==> src/core/charge_seq_pkg.sv <==
/*
   charge_seq_pkg: constants and types for the charge sequencer.
   Assumes a 100 MHz clock and a 32-bit APB register bus.
*/
package charge_seq_pkg;

   // ------------------------------------------------------------
   // register offsets (byte addresses)
   // ------------------------------------------------------------
   localparam logic [11:0] CTRL_OFFSET   = 12'h000;
   localparam logic [11:0] CONFIG_OFFSET = 12'h004;
   localparam logic [11:0] STATUS_OFFSET = 12'h008;

   // ------------------------------------------------------------
   // field positions
   // ------------------------------------------------------------
   localparam int CFG_CURRENT_LSB = 0;
   localparam int CFG_CURRENT_MSB = 3;
   localparam int CFG_VREG_BIT    = 4;
   localparam int CFG_EOC_LSB     = 8;
   localparam int CFG_EOC_MSB     = 9;
   localparam int CTRL_CLEAR_BIT  = 0;

   // ------------------------------------------------------------
   // current codes: 100 mA + 50 mA per step
   // ------------------------------------------------------------
   localparam logic [3:0] CURRENT_100MA = 4'h0;
   localparam logic [3:0] CURRENT_500MA = 4'h8;
   localparam logic [3:0] CURRENT_OFF   = 4'hF;

   // ------------------------------------------------------------
   // reset values
   // ------------------------------------------------------------
   localparam logic [3:0] CURRENT_RESET = CURRENT_500MA;
   localparam logic       VREG_RESET    = 1'b1;
   localparam logic [1:0] EOC_RESET     = 2'h0;

   // ------------------------------------------------------------
   // timing: safety timer 5.6 hr, prescaler 1 ms tick
   // ------------------------------------------------------------
   localparam int  SAFETY_TIME_MIN = 336;
   localparam int  CLK_MHZ         = 100;
   localparam int  TICK_TIME_US    = 1000;
   localparam int  TICK_CYCLES     = TICK_TIME_US * CLK_MHZ;
   localparam int  SAFETY_TICKS    = SAFETY_TIME_MIN * 60 * 1000;

   // ------------------------------------------------------------
   // types
   // ------------------------------------------------------------
   typedef enum logic [2:0] {
      ST_OFF     = 3'b000,
      ST_PREQUAL = 3'b001,
      ST_CC      = 3'b010,
      ST_CV      = 3'b011,
      ST_MAINT   = 3'b100,
      ST_FAULT   = 3'b101,
      ST_TEMP    = 3'b110
   } charge_state_t;

   typedef struct packed {
      logic [3:0] current;
      logic       vreg_high;
      logic [1:0] eoc_sel;
   } charge_cfg_t;

   typedef struct packed {
      logic       supply_ok;
      logic       above_qual;
      logic       at_regulation;
      logic       eoc_cmp_0;
      logic       eoc_cmp_1;
      logic       eoc_cmp_2;
      logic       below_restart;
      logic       temp_ok;
   } sense_t;

endpackage : charge_seq_pkg

==> src/core/li_ion_charge_sequencer.sv <==
/*
   li_ion_charge_sequencer: charge phase control with APB configuration.
   Assumes comparator results synchronous to clk; analog loop outside.
*/
// Design decisions made here: the placing of the registers and the APB slave port.
// Contract
// - start pre-qualification only with supply in limits and adaptor good
// - command reduced safe current during pre-qualification
// - go to constant current when battery exceeds qualification level
// - adaptor source uses default current that software may overwrite
// - usb source starts constant current at the low 100 mA level
// - start safety timer on entry to constant current
// - terminate charge if timer expires in constant current
// - move to constant voltage when regulation voltage is reached
// - flag end of charge when current drops below selected threshold
// - end of charge threshold selectable among three fractions
// - after end of charge, enter maintenance and watch battery
// - restart from maintenance on 200 mV drop if source still valid
// - stop charging when battery temperature is out of range
// - power-up loads default current, voltage and threshold settings
// - usb with current select low raises current to higher level
// - temperature recovery restarts sequence and resets safety timer
// - disable charger whenever enable input is low
`timescale 1ns/10ps
module li_ion_charge_sequencer
   import charge_seq_pkg::*;
#(
   parameter int TICK_COUNT   = TICK_CYCLES,
   parameter int SAFETY_COUNT = SAFETY_TICKS
)
(
   // clock and reset
   input  wire logic        clk,
   input  wire logic        reset,
   // apb slave
   input  wire logic        psel,
   input  wire logic        penable,
   input  wire logic        pwrite,
   input  wire logic [11:0] paddr,
   input  wire logic [31:0] pwdata,
   output logic      [31:0] prdata,
   output logic             pready,
   output logic             pslverr,
   // supply and pins
   input  wire logic        supply_in_limits,
   input  wire logic        adaptor_good,
   input  wire logic        source_is_adaptor,
   input  wire logic        usb_current_level_select,
   input  wire logic        charger_enable,
   // battery comparators
   input  wire logic        battery_above_qual,
   input  wire logic        battery_at_regulation,
   input  wire logic [2:0]  current_below_eoc,
   input  wire logic        battery_below_restart,
   input  wire logic        temp_in_range,
   // outputs
   output logic [3:0]       charge_current,
   output logic             prequal_current,
   output logic             charge_on,
   output logic             vreg_high,
   output logic             end_of_charge,
   output logic             fault,
   output charge_state_t    phase
);

   // ------------------------------------------------------------
   // registers
   // ------------------------------------------------------------
   charge_state_t state;
   charge_state_t next_state;
   charge_cfg_t   cfg;
   logic          eoc_flag;
   logic          expired_flag;
   logic [31:0]   prescale;
   logic [31:0]   safety;
   logic [3:0]    next_current;

   // ------------------------------------------------------------
   // bus decode
   // ------------------------------------------------------------
   wire logic access     = psel && penable;
   wire logic hit_ctrl   = paddr == CTRL_OFFSET;
   wire logic hit_config = paddr == CONFIG_OFFSET;
   wire logic hit_status = paddr == STATUS_OFFSET;
   wire logic mapped     = hit_ctrl || hit_config || hit_status;
   wire logic wr_config  = access && pwrite && hit_config;
   wire logic wr_ctrl    = access && pwrite && hit_ctrl;
   wire logic clear_req  = wr_ctrl && pwdata[CTRL_CLEAR_BIT];

   wire logic [31:0] config_word = {22'h000000,
                                    cfg.eoc_sel,
                                    3'h0,
                                    cfg.vreg_high,
                                    cfg.current};
   wire logic [31:0] status_word = {24'h000000,
                                    expired_flag,
                                    eoc_flag,
                                    fault,
                                    charge_on,
                                    1'b0,
                                    state};
   wire logic [31:0] read_word   = hit_config ? config_word :
                                   hit_status ? status_word :
                                   32'h00000000;

   assign pready  = 1'b1;
   assign pslverr = access && !mapped;

   // ------------------------------------------------------------
   // condition decode
   // ------------------------------------------------------------
   wire logic source_valid = supply_in_limits && adaptor_good;
   wire logic run_ok       = source_valid && charger_enable;
   wire logic [1:0] eoc_idx = (cfg.eoc_sel > 2'h2) ? 2'h2 : cfg.eoc_sel;
   wire logic eoc_hit      = current_below_eoc[eoc_idx];
   wire logic tick         = prescale >= 32'(TICK_COUNT - 1);
   wire logic timer_done   = safety >= 32'(SAFETY_COUNT);

   // ------------------------------------------------------------
   // current selection
   // ------------------------------------------------------------
   always_comb
   begin
      if (source_is_adaptor)
         next_current = cfg.current;
      else if (!usb_current_level_select)
         next_current = cfg.current;
      else
         next_current = CURRENT_100MA;
   end

   // ------------------------------------------------------------
   // phase sequencing
   // ------------------------------------------------------------
   always_comb
   begin
      next_state = state;
      case (state)
         ST_OFF:
            if (run_ok)
               next_state = ST_PREQUAL;
         ST_PREQUAL:
            if (battery_above_qual)
               next_state = ST_CC;
         ST_CC:
            if (timer_done)
               next_state = ST_FAULT;
            else if (battery_at_regulation)
               next_state = ST_CV;
         ST_CV:
            if (eoc_hit)
               next_state = ST_MAINT;
         ST_MAINT:
            if (battery_below_restart)
               next_state = ST_PREQUAL;
         ST_FAULT:
            next_state = ST_FAULT;
         ST_TEMP:
            if (temp_in_range)
               next_state = ST_PREQUAL;
         default:
            next_state = ST_OFF;
      endcase
      if (!run_ok)
         next_state = ST_OFF;
      else if (!temp_in_range && state != ST_FAULT)
         next_state = ST_TEMP;
   end

   always_ff @(posedge clk)
   begin
      if (reset)
         state <= ST_OFF;
      else
         state <= next_state;
   end

   // ------------------------------------------------------------
   // configuration register
   // ------------------------------------------------------------
   always_ff @(posedge clk)
   begin
      if (reset)
      begin
         cfg.current   <= CURRENT_RESET;
         cfg.vreg_high <= VREG_RESET;
         cfg.eoc_sel   <= EOC_RESET;
      end
      else if (wr_config)
      begin
         cfg.current   <= pwdata[CFG_CURRENT_MSB:CFG_CURRENT_LSB];
         cfg.vreg_high <= pwdata[CFG_VREG_BIT];
         cfg.eoc_sel   <= pwdata[CFG_EOC_MSB:CFG_EOC_LSB];
      end
   end

   // ------------------------------------------------------------
   // prescaler and safety timer
   // ------------------------------------------------------------
   always_ff @(posedge clk)
   begin
      if (reset || next_state == ST_PREQUAL && state != ST_PREQUAL)
         prescale <= 32'h00000000;
      else if (tick)
         prescale <= 32'h00000000;
      else
         prescale <= prescale + 32'h00000001;
   end

   always_ff @(posedge clk)
   begin
      if (reset || state != ST_CC)
         safety <= 32'h00000000;
      else if (tick && !timer_done)
         safety <= safety + 32'h00000001;
   end

   // ------------------------------------------------------------
   // sticky status, set wins over clear
   // ------------------------------------------------------------
   always_ff @(posedge clk)
   begin
      if (reset)
      begin
         eoc_flag     <= 1'b0;
         expired_flag <= 1'b0;
      end
      else
      begin
         if (state == ST_CV && eoc_hit)
            eoc_flag <= 1'b1;
         else if (clear_req || state == ST_PREQUAL)
            eoc_flag <= 1'b0;
         if (state == ST_CC && timer_done)
            expired_flag <= 1'b1;
         else if (clear_req)
            expired_flag <= 1'b0;
      end
   end

   // ------------------------------------------------------------
   // outputs
   // ------------------------------------------------------------
   always_ff @(posedge clk)
   begin
      if (reset)
      begin
         prdata          <= 32'h00000000;
         charge_current  <= CURRENT_OFF;
         prequal_current <= 1'b0;
         charge_on       <= 1'b0;
         vreg_high       <= VREG_RESET;
         end_of_charge   <= 1'b0;
         fault           <= 1'b0;
         phase           <= ST_OFF;
      end
      else
      begin
         if (psel && !penable && !pwrite)
            prdata <= read_word;
         charge_current  <= (next_state == ST_CC || next_state == ST_CV) ?
                            next_current : CURRENT_OFF;
         prequal_current <= next_state == ST_PREQUAL;
         charge_on       <= next_state == ST_PREQUAL ||
                            next_state == ST_CC ||
                            next_state == ST_CV;
         vreg_high       <= cfg.vreg_high;
         end_of_charge   <= next_state == ST_MAINT;
         fault           <= next_state == ST_FAULT ||
                            next_state == ST_TEMP;
         phase           <= next_state;
      end
   end

endmodule : li_ion_charge_sequencer

==> config.mk <==
export PLATFORM = sky130hd
export DESIGN_NAME = li_ion_charge_sequencer
export DESIGN_NICKNAME = d
export VERILOG_FILES = /design/src/core/charge_seq_pkg.sv /design/src/core/li_ion_charge_sequencer.sv
export SDC_FILE = /design/constraint.sdc
export NUM_CORES = 1
export LEC_CHECK = 0
export ABC_AREA = 1
export BUFFER_PORTS_ARGS = -buffer_cell sky130_fd_sc_hd__buf_2
export CAP_MARGIN = 20
export CORE_AREA = 2 2 70 139
export DETAILED_ROUTE_END_ITERATION = 10
export DIE_AREA = 0 0 72 141
export HOLD_SLACK_MARGIN = 0.03
export MAX_ROUTING_LAYER = met4
export PLACE_DENSITY_LB_ADDON = 0.1
export SLEW_MARGIN = 20
export SYNTH_ARGS = -nofsm -noshare
export SYNTH_HDL_FRONTEND = slang
export SYNTH_SLANG_ARGS = --single-unit
export TNS_END_PERCENT = 10
==> constraint.sdc <==
create_clock -name clk -period 4.4 [get_ports clk]
set_input_delay 0.22 -clock clk [delete_from_list [all_inputs] [get_ports clk]]
set_output_delay 0.22 -clock clk [all_outputs]
set_load 0.03 [all_outputs]
==> metrics.md, run 1 <==
| Metric | Value |
|---|---|
| Worst EP arrival | 2.50 ns |
| Antenna cells | 0 |
| Reg2Reg Depth | 11 |
| Setup tns final | 0 ns |
| Final ANT Viol Nets | 0 |
| Max-slew violation count | 0 |
| Remaining Overflow, GRT | 0 |
| Status | finished, final reports clean |
| Detailed Route Iter0 Violations | 203 |
| TritonCTS buffer count | 9 |
| Worst rel slew slack | 37.6% |
| Rows | 50 |
| Maxcap violations | 0 |
| Seq cells post-synth | between 90 and 100 |
| Share of cells above drive strength 1 | ~15% |
| Sequential area share after synthesis | 42.9% |
| Post-Synthesis Cell Area | 0.00443 sq mm |
| Syn Inst Count | 601 |
| YS warnings | 0 |
| Avg Cell Area, Syn | 7.37 sq um |
| CTS resizes | 0 |
| Die area | between 0.01 and 0.015 sq mm |
| First-pass GRT wire length | 15.2 mm |
| Setup bufs post-CTS | 0 |
| Minimum clock period after layout | roughly 2.2 ns |
| Final worst path period share | 51.1% |
| Via-to-Cell Ratio | 4.72 |
| Synth async-reset ratio | 0% |
| H-Tree Depth | 3 |
| Worst VDD drop | 0.248 mV |
| Clock Skew | 0.00710 ns |
| Lkg Pwr | 2.10 nW |
| Sink Count | 95 |
| Pwr/cell area | 352 mW/mm^2 |
| Post-route design area | 0.00508 sq mm |
| Final GP Congestion | 0.873 |
| Initial Utilization | roughly half |
| Fmax | 0.445 GHz |
| Area after DPL | around 0.0048 sq mm |
| CTS tree | done |
| Total Wirelength | 9.04 mm |
| Final setup viols | 0 |
| Die X | roughly 72 microns |
| Tightest Pin Transition | 0.935 ns |
| # port buffers | 58 |
| Bufs on Longest Clock Path | 2 |
| Hold Crit Depth | 3 |
| Commonest cells after routing, fill and taps aside | nand2_1, dfxtp_1, nor2_1 |
| Synth unique cells | 36 |
| DRC violations left | 0 |
| Global-route usage over all layers | 19.5% |
| Crit path max fanout | 25 |
| Post-synth EDFFs | 0 |
| Most common cell after layout, fill and taps aside | nand2_1 |
| Final Hold Fails | 0 |
| Area growth, synth to finish | 14.8% |
| Crit end category | flip-flop |
| # IOs | between 100 and 150 |
| Required @ worst endpoint | 4.65 ns |
| Clock-pin slew on the worst setup and hold paths | 0.06 ns |
| Post-detail-place hpwl | between 6 and 7 mm |
| Skew-Pair Late Insertion Delay | 0.34 ns |
| Startpoint Class | flip-flop |
| Final net count | between 700 and 800 |
| Crit Path Category | reg -> reg |
| Final Util | 55.3% |
| Avg WL per Cell | 11.6 microns |
| CTS root buffer | clkbuf_16 |
| RSZ-0062 raised after global routing | no |
| Worst hold-check path type | in -> reg |
| Post-synth top flop | dfxtp_1 |
| Vias in the first global route | about 3400 |
| Initial antenna violation count | 0 |
| Hold_buf cts | 0 |
| Via count | 3683 |
| Largest net degree at the start of global routing | 31 |
| Drt pass-1 iters | 5 |
| Core area | 0.00920 sq mm |
| Die Ht | 141 microns |
==> routing by layer <==
metal | vias up | track usage (%) | wire [microns]
li1 | 2006 | - | -
met1 | 1620 | 25.1 | 4380
met2 | 50 | 30.1 | 4280
met3 | 7 | 4.15 | 255
met4 | 0 | 6.85 | 121
met5 | - | - | 0
==> critical path, cell delays in order, from the launching register on <==
cell and delay (ns):
dfxtp_1 0.35, ha_1 0.21, nand4_1 0.17, nand3_1 0.12, nand3_1 0.07, nand2_1 0.08
nand2_1 0.05, nand2_1 0.09, nand2_2 0.30, inv_2 0.45, nand2_1 0.11, a21oi_1 0.15
==> registers in the layout, summed over array words and instances, names as in the netlist <==
signal and cells:
phase 3, prequal_current 1, safety 32, prdata 10
charge_current 4, end_of_charge 1, fault 1, charge_on 1
eoc_flag 1, vreg_high 1, cfg 7, expired_flag 1
prescale 32
==> metrics by stage <==
step	std cells	hold WS, ns	setup slack, ns	total power [mW]
5_1_grt	781	0.150	1.94	1.86
3_5_place_dp	765	0.420	2.13	0.985
2_1_floorplan	637	0.374	2.56	0.972
3_3_place_gp	765	0.416	2.17	0.984
6_report	781	0.124	2.15	1.79
4_1_cts	781	0.120	2.09	1.81
==> path summary, 6_finish.rpt <==
path / start / endpoint / slack, ns
setup / recovery: prescale[0] / safety[12] / 2.15
hold / removal: pwdata[3] / cfg[6] / 0.12
setup reg to reg: prescale[0] / safety[12] / 2.15
hold reg to reg: safety[25] / safety[25] / 0.43
==> cell type report <==
type | count | area [sq um]
clock buffer | 14 | 294
clock inverter | 2 | 35.0
fill | 903 | 4110
inverter | 67 | 251
multi-input combinational | 440 | 2170
sequential | 95 | 1900
tap | 104 | 130
timing repair buffer | 59 | 298
==> cell usage after synthesis, types with 2 or more instances <==
cell type	count	area (sq um)
a21oi_1	38	190
buf_2	5	25.0
buf_4	23	173
clkbuf_1	6	22.5
conb_1	2	7.51
dfxtp_1	95	1900
ha_1	3	37.5
inv_1	64	240
inv_2	2	7.51
nand2_1	122	458
nand2_2	5	31.3
nand3_1	37	185
nand3_2	2	20.0
nand4_1	17	106
nor2_1	76	285
nor2_2	11	68.8
nor3_1	15	75.1
nor4_1	8	50.1
o211ai_1	5	37.5
o21ai_0	12	60.1
o21ai_1	3	15.0
o221ai_1	3	26.3
xnor2_1	13	114
xor2_1	22	193
==> cell families (layout without fill, tap and decap cells) <==
kind of cell,after synthesis,after routing,share of synthesized area [%]
compound gates,65,65,8.14
xor+xnor,35,35,6.92
fa+ha+maj,3,3,0.848
buf+inv,102,142,11.0
flops,95,95,42.9
other cells,2,38,0.170
simple gates,299,299,30.0
==> power breakdown <==
| part | switching [mW] | leakage [nW] | internal [mW] |
|---|---|---|---|
| registers | 0.00464 | 0.772 | 0.872 |
| logic | 0.0654 | 1.16 | 0.0236 |
| clock network | 0.308 | 0.165 | 0.517 |
Power figures use the tool's default switching activity.
==> run 2: changes to the inputs <==
clock period = 2.1 ns   (was 4.4 ns; I/O delays follow)
==> run 2 against run 1 <==
- combinational power up 110%
- worst setup slack worse by 1.9 ns
- sequential power grew 110%
- largest cell class unchanged
- core utilization grew 0.26 points
- critical path type unchanged
==> metrics.md, run 2 (synthesized netlist as in run 1, its figures left out) <==
| Metric | Value |
|---|---|
| Status | finished, final reports clean |
| Final setup viols | 0 (unchanged) |
| Worst VDD drop | 0.571 mV (+130%) |
| Worst EP arrival | 2.11 ns (-0.39 ns) |
| Final Hold Fails | 0 (unchanged) |
| DRC violations left | 0 (unchanged) |
| CTS tree | done |
| # IOs | 107 (unchanged) |
| CP bufs+invs | 1 (unchanged) |
| Met3 routed wirelength | 315 microns (+24%) |
| Drt pass-1 iters | 4 (-1) |
| Largest net degree at the start of global routing | 31 (unchanged) |
| Crit path max-delay cell type | dfxtp_1 |
| Max-slew violation count | 0 (unchanged) |
| Clock Skew | 0.00449 ns (-0.00261 ns) |
| Largest registers | prescale (32), safety (32), prdata (10) |
| Most common cell after layout, fill and taps aside | nand2_1 |
| Seq pwr share | 50.9% (+1.9 points) |
| Via-to-Cell Ratio | 4.77 (+1.1%) |
| Commonest cells after routing, fill and taps aside | nand2_1, dfxtp_1, nor2_1 |
| Area after DPL | 0.00480 sq mm (+0.95%) |
| Die X | 72 microns (unchanged) |
| Finished Layout Cells | 787 (+0.77%) |
| Final GP Congestion | 0.892 (+2.1%) |
| Clock power share | 43.8% (-2.3 points) |
| Switching portion of total power | 21.8% (+0.66 points) |
| Final Util | 55.6% (+0.26 points) |
| Met2 wire len | 4.25 mm (-0.68%) |
| Maxcap violations | 0 (unchanged) |
| RSZ-0062 raised after global routing | no |
| Setup tns final | 0 ns (unchanged) |
| Via count | 3752 (+1.9%) |
| Bufs on Longest Clock Path | 2 (unchanged) |
| Crit end category | flip-flop |
| Total Wirelength | 9.08 mm (+0.48%) |
| Die Ht | 141 microns (unchanged) |
| Die area | 0.0102 sq mm (unchanged) |
| Cell-internal power | 2.82 mW (+100%) |
| Post-detail-place hpwl | 6.74 mm (+0.85%) |
| Final worst path period share | 87.6% (+36 points) |
| Cell-by-cell trace of the critical path | ha_1 -> nand4_1 -> nand3_1 -> nand3_1 -> nand2_1 -> nand2_1 -> nand2_1 -> nand2_2 -> inv_2 -> nand2_1 -> a21oi_1 |
| Rows | 50 (unchanged) |
| Hold path start | pwdata[8] |
| Fmax | 0.544 GHz (+22%) |
| CP top delay family | simple AND/OR/NAND/NOR gates |
| Initial antenna violation count | 0 (unchanged) |
| Pwr/cell area | 706 mW/mm^2 (+100%) |
| Lkg Pwr | 2.10 nW (+0.35%) |
| Area growth, synth to finish | 15.4% |
| Clock-pin slew on the worst setup and hold paths | 0.06 ns (about the same) |
| RR Startpoint | prescale[0] |
| Global-route usage over all layers | 19.3% (-0.23 points) |
| Core area | 0.00920 sq mm (unchanged) |
| Top Layer Used | met4 |
| Max stage delay on crit path | 0.35 ns (-0.10 ns) |
| Sink Count | 95 (unchanged) |
| Final net count | 744 (+1.1%) |
| Power share of the combinational group | 5.2% (+0.2 points) |
| CTS root buffer | clkbuf_16 |
| Skew-Pair Late Insertion Delay | 0.34 ns (about the same) |
| Final ANT Viol Nets | 0 (unchanged) |
| Post-route design area | 0.00511 sq mm (+0.47%) |
| Required @ worst endpoint | 2.37 ns (-2.28 ns) |
| Worst hold-check path type | in -> reg |
| Crit Path Category | reg -> reg |
| Switch Pwr | 0.786 mW (+110%) |
| Setup bufs post-CTS | 0 (unchanged) |
| H-Tree Depth | 3 (unchanged) |
| Overall Power | 3.61 mW (+100%) |
| Initial Utilization | 48.1% (unchanged) |
| First-pass GRT wire length | 15.1 mm (-1.0%) |
| Antenna cells | 0 (unchanged) |
| # port buffers | 58 (unchanged) |
| Crit path top cell by count | nand2_1 |
| Avg WL per Cell | 11.5 microns (-0.29%) |
| M1 WL | 4.39 mm (+0.30%) |
| Placed Instances | 771 (+0.78%) |
| Share of cells above drive strength 1 | 14.9% (+0.31 points) |
| Detailed Route Iter0 Violations | 239 (+18%) |
| Crit path max fanout | 25 (unchanged) |
| TritonCTS buffer count | 9 (unchanged) |
| Setup crit start | prescale[0] |
| Startpoint Class | flip-flop |
| Remaining Overflow, GRT | 0 (unchanged) |
| Minimum clock period after layout | 1.84 ns (-0.408 ns) |
| Vias in the first global route | 3353 (-0.77%) |
## run 2: changes by cell type in the layout (fill, tap and decap cells not counted)
cell / delta
clkbuf_1: +1
clkbuf_8: -4
buf_4: +6
clkinv_2: -1
dlygate4sd3_1: +2
clkinvlp_4: +2
## run 2: worst register-to-register path: cells and delay by family (launching register included)
| family | cells | cell delay, ns |
|---|---|---|
| buf+inv | 1 | 0.33 |
| fa+ha+maj | 1 | 0.21 |
| flops | 1 | 0.35 |
| simple gates | 8 | 0.74 |
| compound gates | 1 | 0.13 |
## run 2: power by group through the flow
stage          Clock, mW  Sequential, mW  Combinational, mW
2_1_floorplan          0            1.90              0.141
3_3_place_gp           0            1.88              0.184
3_5_place_dp           0            1.88              0.185
4_1_cts             1.63            1.84              0.188
5_1_grt             1.71            1.84              0.209
6_report            1.58            1.84              0.189
## run 2: layout make-up
| type | count | area (sq um) |
|---|---|---|
| Inverter | 67 | 251 |
| Timing Repair Buffer | 67 | 363 |
| Fill cell | 921 | 4090 |
| Multi-Input combinational cell | 440 | 2170 |
| Clock buffer | 11 | 243 |
| Sequential cell | 95 | 1900 |
| Tap cell | 104 | 130 |
| Clock inverter | 3 | 45.0 |
## run 2: path summary, 6_finish.rpt
check	depth (start not counted)	end	slack (ns)
max	11	safety[10]	0.26
min	3	cfg[0]	0.05
max reg2reg	11	safety[10]	0.26
min reg2reg	2	safety[25]	0.43
## run 2: routing by layer
layer,vias up,track usage [%]
met2,57,29.4
met5,-,-
met3,8,4.50
li1,2027,-
met4,0,6.65
met1,1660,24.8
## run 2: per-stage QoR
step                      hold WS (ns)  setup slack, ns
after floorplan                  0.259            0.329
after global placement           0.359            0.296
after detailed placement         0.371            0.251
after CTS                       0.0349            0.226
after global routing            0.0454           0.0427
final                           0.0463            0.261
## run 2: what timing repair did
| item | 4_1_cts | 5_1_grt |
|---|---|---|
| hold endpoints to repair | 2 | 0 |
| endpoints found under the setup margin | 0 | 0 |
| gates resized for setup | 0 | 0 |
| hold buffers | 2 | 0 |
==> run 3: changes to the inputs <==
--- a/config.mk
+++ b/config.mk
@@ -15,3 +15,3 @@
 export MAX_ROUTING_LAYER = met4
-export PLACE_DENSITY_LB_ADDON = 0.1
+export PLACE_DENSITY_LB_ADDON = 0.2
 export SLEW_MARGIN = 20
==> constraint.sdc (replaced) <==
create_clock -name clk -period 2.1 [get_ports clk]
set_input_delay 0.21 -clock clk [delete_from_list [all_inputs] [get_ports clk]]
set_output_delay 0.21 -clock clk [all_outputs]
set_load 0.03 [all_outputs]
==> run 3 against run 2 <==
- flip-flop and latch count did not move
- largest power group unchanged
- total power rose by 2.7%
- final area rose by 0.42%
- critical path type unchanged
- sequential share of layout area fell by 0.15 points
- clock-buffer cell count fell by 1
- sequential power barely moved
- routed wire length fell by 1.1%
==> metrics.md, run 3 (synthesized netlist as in run 1, its figures left out) <==
| Metric | Value |
|---|---|
| Skew-Pair Late Insertion Delay | 0.34 ns (about the same) |
| First-pass GRT wire length | 15.4 mm (+1.9%) |
| Via count | 3783 (+0.83%) |
| Switch Pwr | 0.851 mW (+8.3%) |
| Max-slew violation count | 0 (unchanged) |
| # IOs | 107 (unchanged) |
| Lkg Pwr | 2.13 nW (+1.2%) |
| Switching portion of total power | 23.0% (+1.2 points) |
| Post-layout worst setup margin | 0.231 ns (-0.0301 ns) |
| Max stage delay on crit path | 0.40 ns (+0.05 ns) |
| Seq pwr share | 49.6% (-1.3 points) |
| H-Tree Depth | 3 (unchanged) |
| Worst VDD drop | 0.634 mV (+11%) |
| Post-Place Worst Slack | 0.200 ns (-0.0513 ns) |
| Cell-internal power | 2.85 mW (+1.1%) |
| Hold_buf cts | 0 (-2) |
| Setup tns final | 0 ns (unchanged) |
| Share of cells above drive strength 1 | 15.8% (+0.83 points) |
| CTS root buffer | clkbuf_16 |
| Worst hold-check path type | in -> reg |
| R2R Path End | safety[24] |
| Final setup viols | 0 (unchanged) |
| Finished Layout Cells | 789 (+0.25%) |
| Final net count | 744 (unchanged) |
| Crit path max fanout | 5 (-80%) |
| Detailed Route Iter0 Violations | 209 (-13%) |
| Global-route usage over all layers | 19.4% (+0.12 points) |
| Vias in the first global route | 3511 (+4.7%) |
| Startpoint Class | flip-flop |
| Crit path max-delay cell type | dfxtp_1 |
| Initial antenna violation count | 0 (unchanged) |
| Hold path start | pwdata[4] |
| Required @ worst endpoint | 2.38 ns (about the same) |
| Final Util | 55.8% (+0.23 points) |
| Status | finished, final reports clean |
| Via-to-Cell Ratio | 4.79 (+0.57%) |
| Clock-pin slew on the worst setup and hold paths | 0.07 ns (about the same) |
| Total Wirelength | 8.98 mm (-1.1%) |
| Crit path capture | safety[24] |
| Minimum clock period after layout | 1.87 ns (+0.0301 ns) |
| Area growth, synth to finish | 15.9% |
| TritonCTS buffer count | 9 (unchanged) |
| DRC violations left | 0 (unchanged) |
| Crit end category | flip-flop |
| Setup crit start | safety[0] |
| Commonest cells after routing, fill and taps aside | nand2_1, dfxtp_1, nor2_1 |
| CTS tree | done |
| # port buffers | 58 (unchanged) |
| RR Startpoint | safety[0] |
| Die Ht | 141 microns (unchanged) |
| Internal reg-to-reg setup slack | 0.23 ns (-0.03 ns) |
| Bufs on Longest Clock Path | 2 (unchanged) |
| Power share of the combinational group | 5.1% (about the same) |
| Most common cell after layout, fill and taps aside | nand2_1 |
| Final worst path period share | 89.0% (+1.4 points) |
| Core area | 0.00920 sq mm (unchanged) |
| Post-route design area | 0.00513 sq mm (+0.42%) |
| Largest registers | prescale (32), safety (32), prdata (10) |
| Final ANT Viol Nets | 0 (unchanged) |
| RSZ-0062 raised after global routing | no |
| Global routing's busiest layer | met2 |
| Crit Path Category | reg -> reg |
| Die X | 72 microns (unchanged) |
| Final GP Congestion | 0.921 (+3.3%) |
| Final Hold Fails | 0 (unchanged) |
| Avg WL per Cell | 11.4 microns (-1.3%) |
| Sink Count | 95 (unchanged) |
| Die area | 0.0102 sq mm (unchanged) |
| Met1 global-route usage | 23.5% (-1.4 points) |
| Reg2Reg Depth | 9 (-2) |
| Worst EP arrival | 2.15 ns (+0.04 ns) |
| Post-detail-place hpwl | 6.67 mm (-1.0%) |
| Overall Power | 3.70 mW (+2.7%) |
| Hold Crit Depth | 3 (unchanged) |
| Drt pass-1 iters | 4 (unchanged) |
| Rows | 50 (unchanged) |
| Met2 Use GR | 31.0% (+1.6 points) |
| M3 GR Usage | 3.72% (-0.79 points) |
| Clock Skew | 0.00712 ns (+0.00263 ns) |
| Cell-by-cell trace of the critical path | ha_1 -> nand3_1 -> inv_1 -> nand2_1 -> nor2_2 -> nand3_1 -> nor4_1 -> nand2_1 -> a21oi_1 |
| Initial Utilization | 48.1% (unchanged) |
| Antenna cells | 0 (unchanged) |
| Maxcap violations | 0 (unchanged) |
| Largest net degree at the start of global routing | 31 (unchanged) |
| Hold Slack | 0.111 ns (+0.0650 ns) |
| Area after DPL | 0.00482 sq mm (+0.31%) |
| Fmax | 0.535 GHz (-1.6%) |
| Clock power share | 45.3% (+1.5 points) |
| Placed Instances | 773 (+0.26%) |
| Pwr/cell area | 722 mW/mm^2 (+2.2%) |
| Remaining Overflow, GRT | 0 (unchanged) |
==> run 3: worst min-delay path by stage <==
stage                 end  slack [ns]
3_5_place_dp   safety[25]        0.42
3_3_place_gp   safety[25]        0.42
4_1_cts            cfg[2]        0.11
6_report           cfg[2]        0.11
5_1_grt            cfg[2]        0.12
2_1_floorplan      cfg[2]        0.36
==> run 3: worst max-delay path, delay by kind of cell, from the launching register on <==
family          cells  cell delay [ns]
buf+inv             1             0.13
fa+ha+maj           1             0.24
compound gates      1             0.13
simple gates        6             0.90
flops               1             0.40
==> run 3: cell type report <==
class                           instances  area, sq um
Clock buffer                           10          239
Inverter                               67          251
Clock inverter                          6         72.6
Fill cell                             941         4070
Tap cell                              104          130
Sequential cell                        95         1900
Timing Repair Buffer                   67          358
Multi-Input combinational cell        440         2180
==> run 3: per-layer routing <==
metal	vias to the layer above	routed length [microns]
met5	-	0
met4	0	212
met3	14	278
met2	65	4330
met1	1688	4160
li1	2016	-
==> run 3: power groups by stage <==
stage / Combinational, mW / Clock [mW] / Sequential, mW
after detailed placement: 0.188 / 0 / 1.88
after CTS: 0.189 / 1.71 / 1.84
after global routing: 0.207 / 1.81 / 1.84
after global placement: 0.187 / 0 / 1.88
final: 0.190 / 1.68 / 1.84
after floorplan: 0.141 / 0 / 1.90
==> run 3: repair_timing <==
item / CTS / global route
setup endpoints to repair: 0 / 1
buffers inserted: 0 / 0
resized for setup: 0 / 1
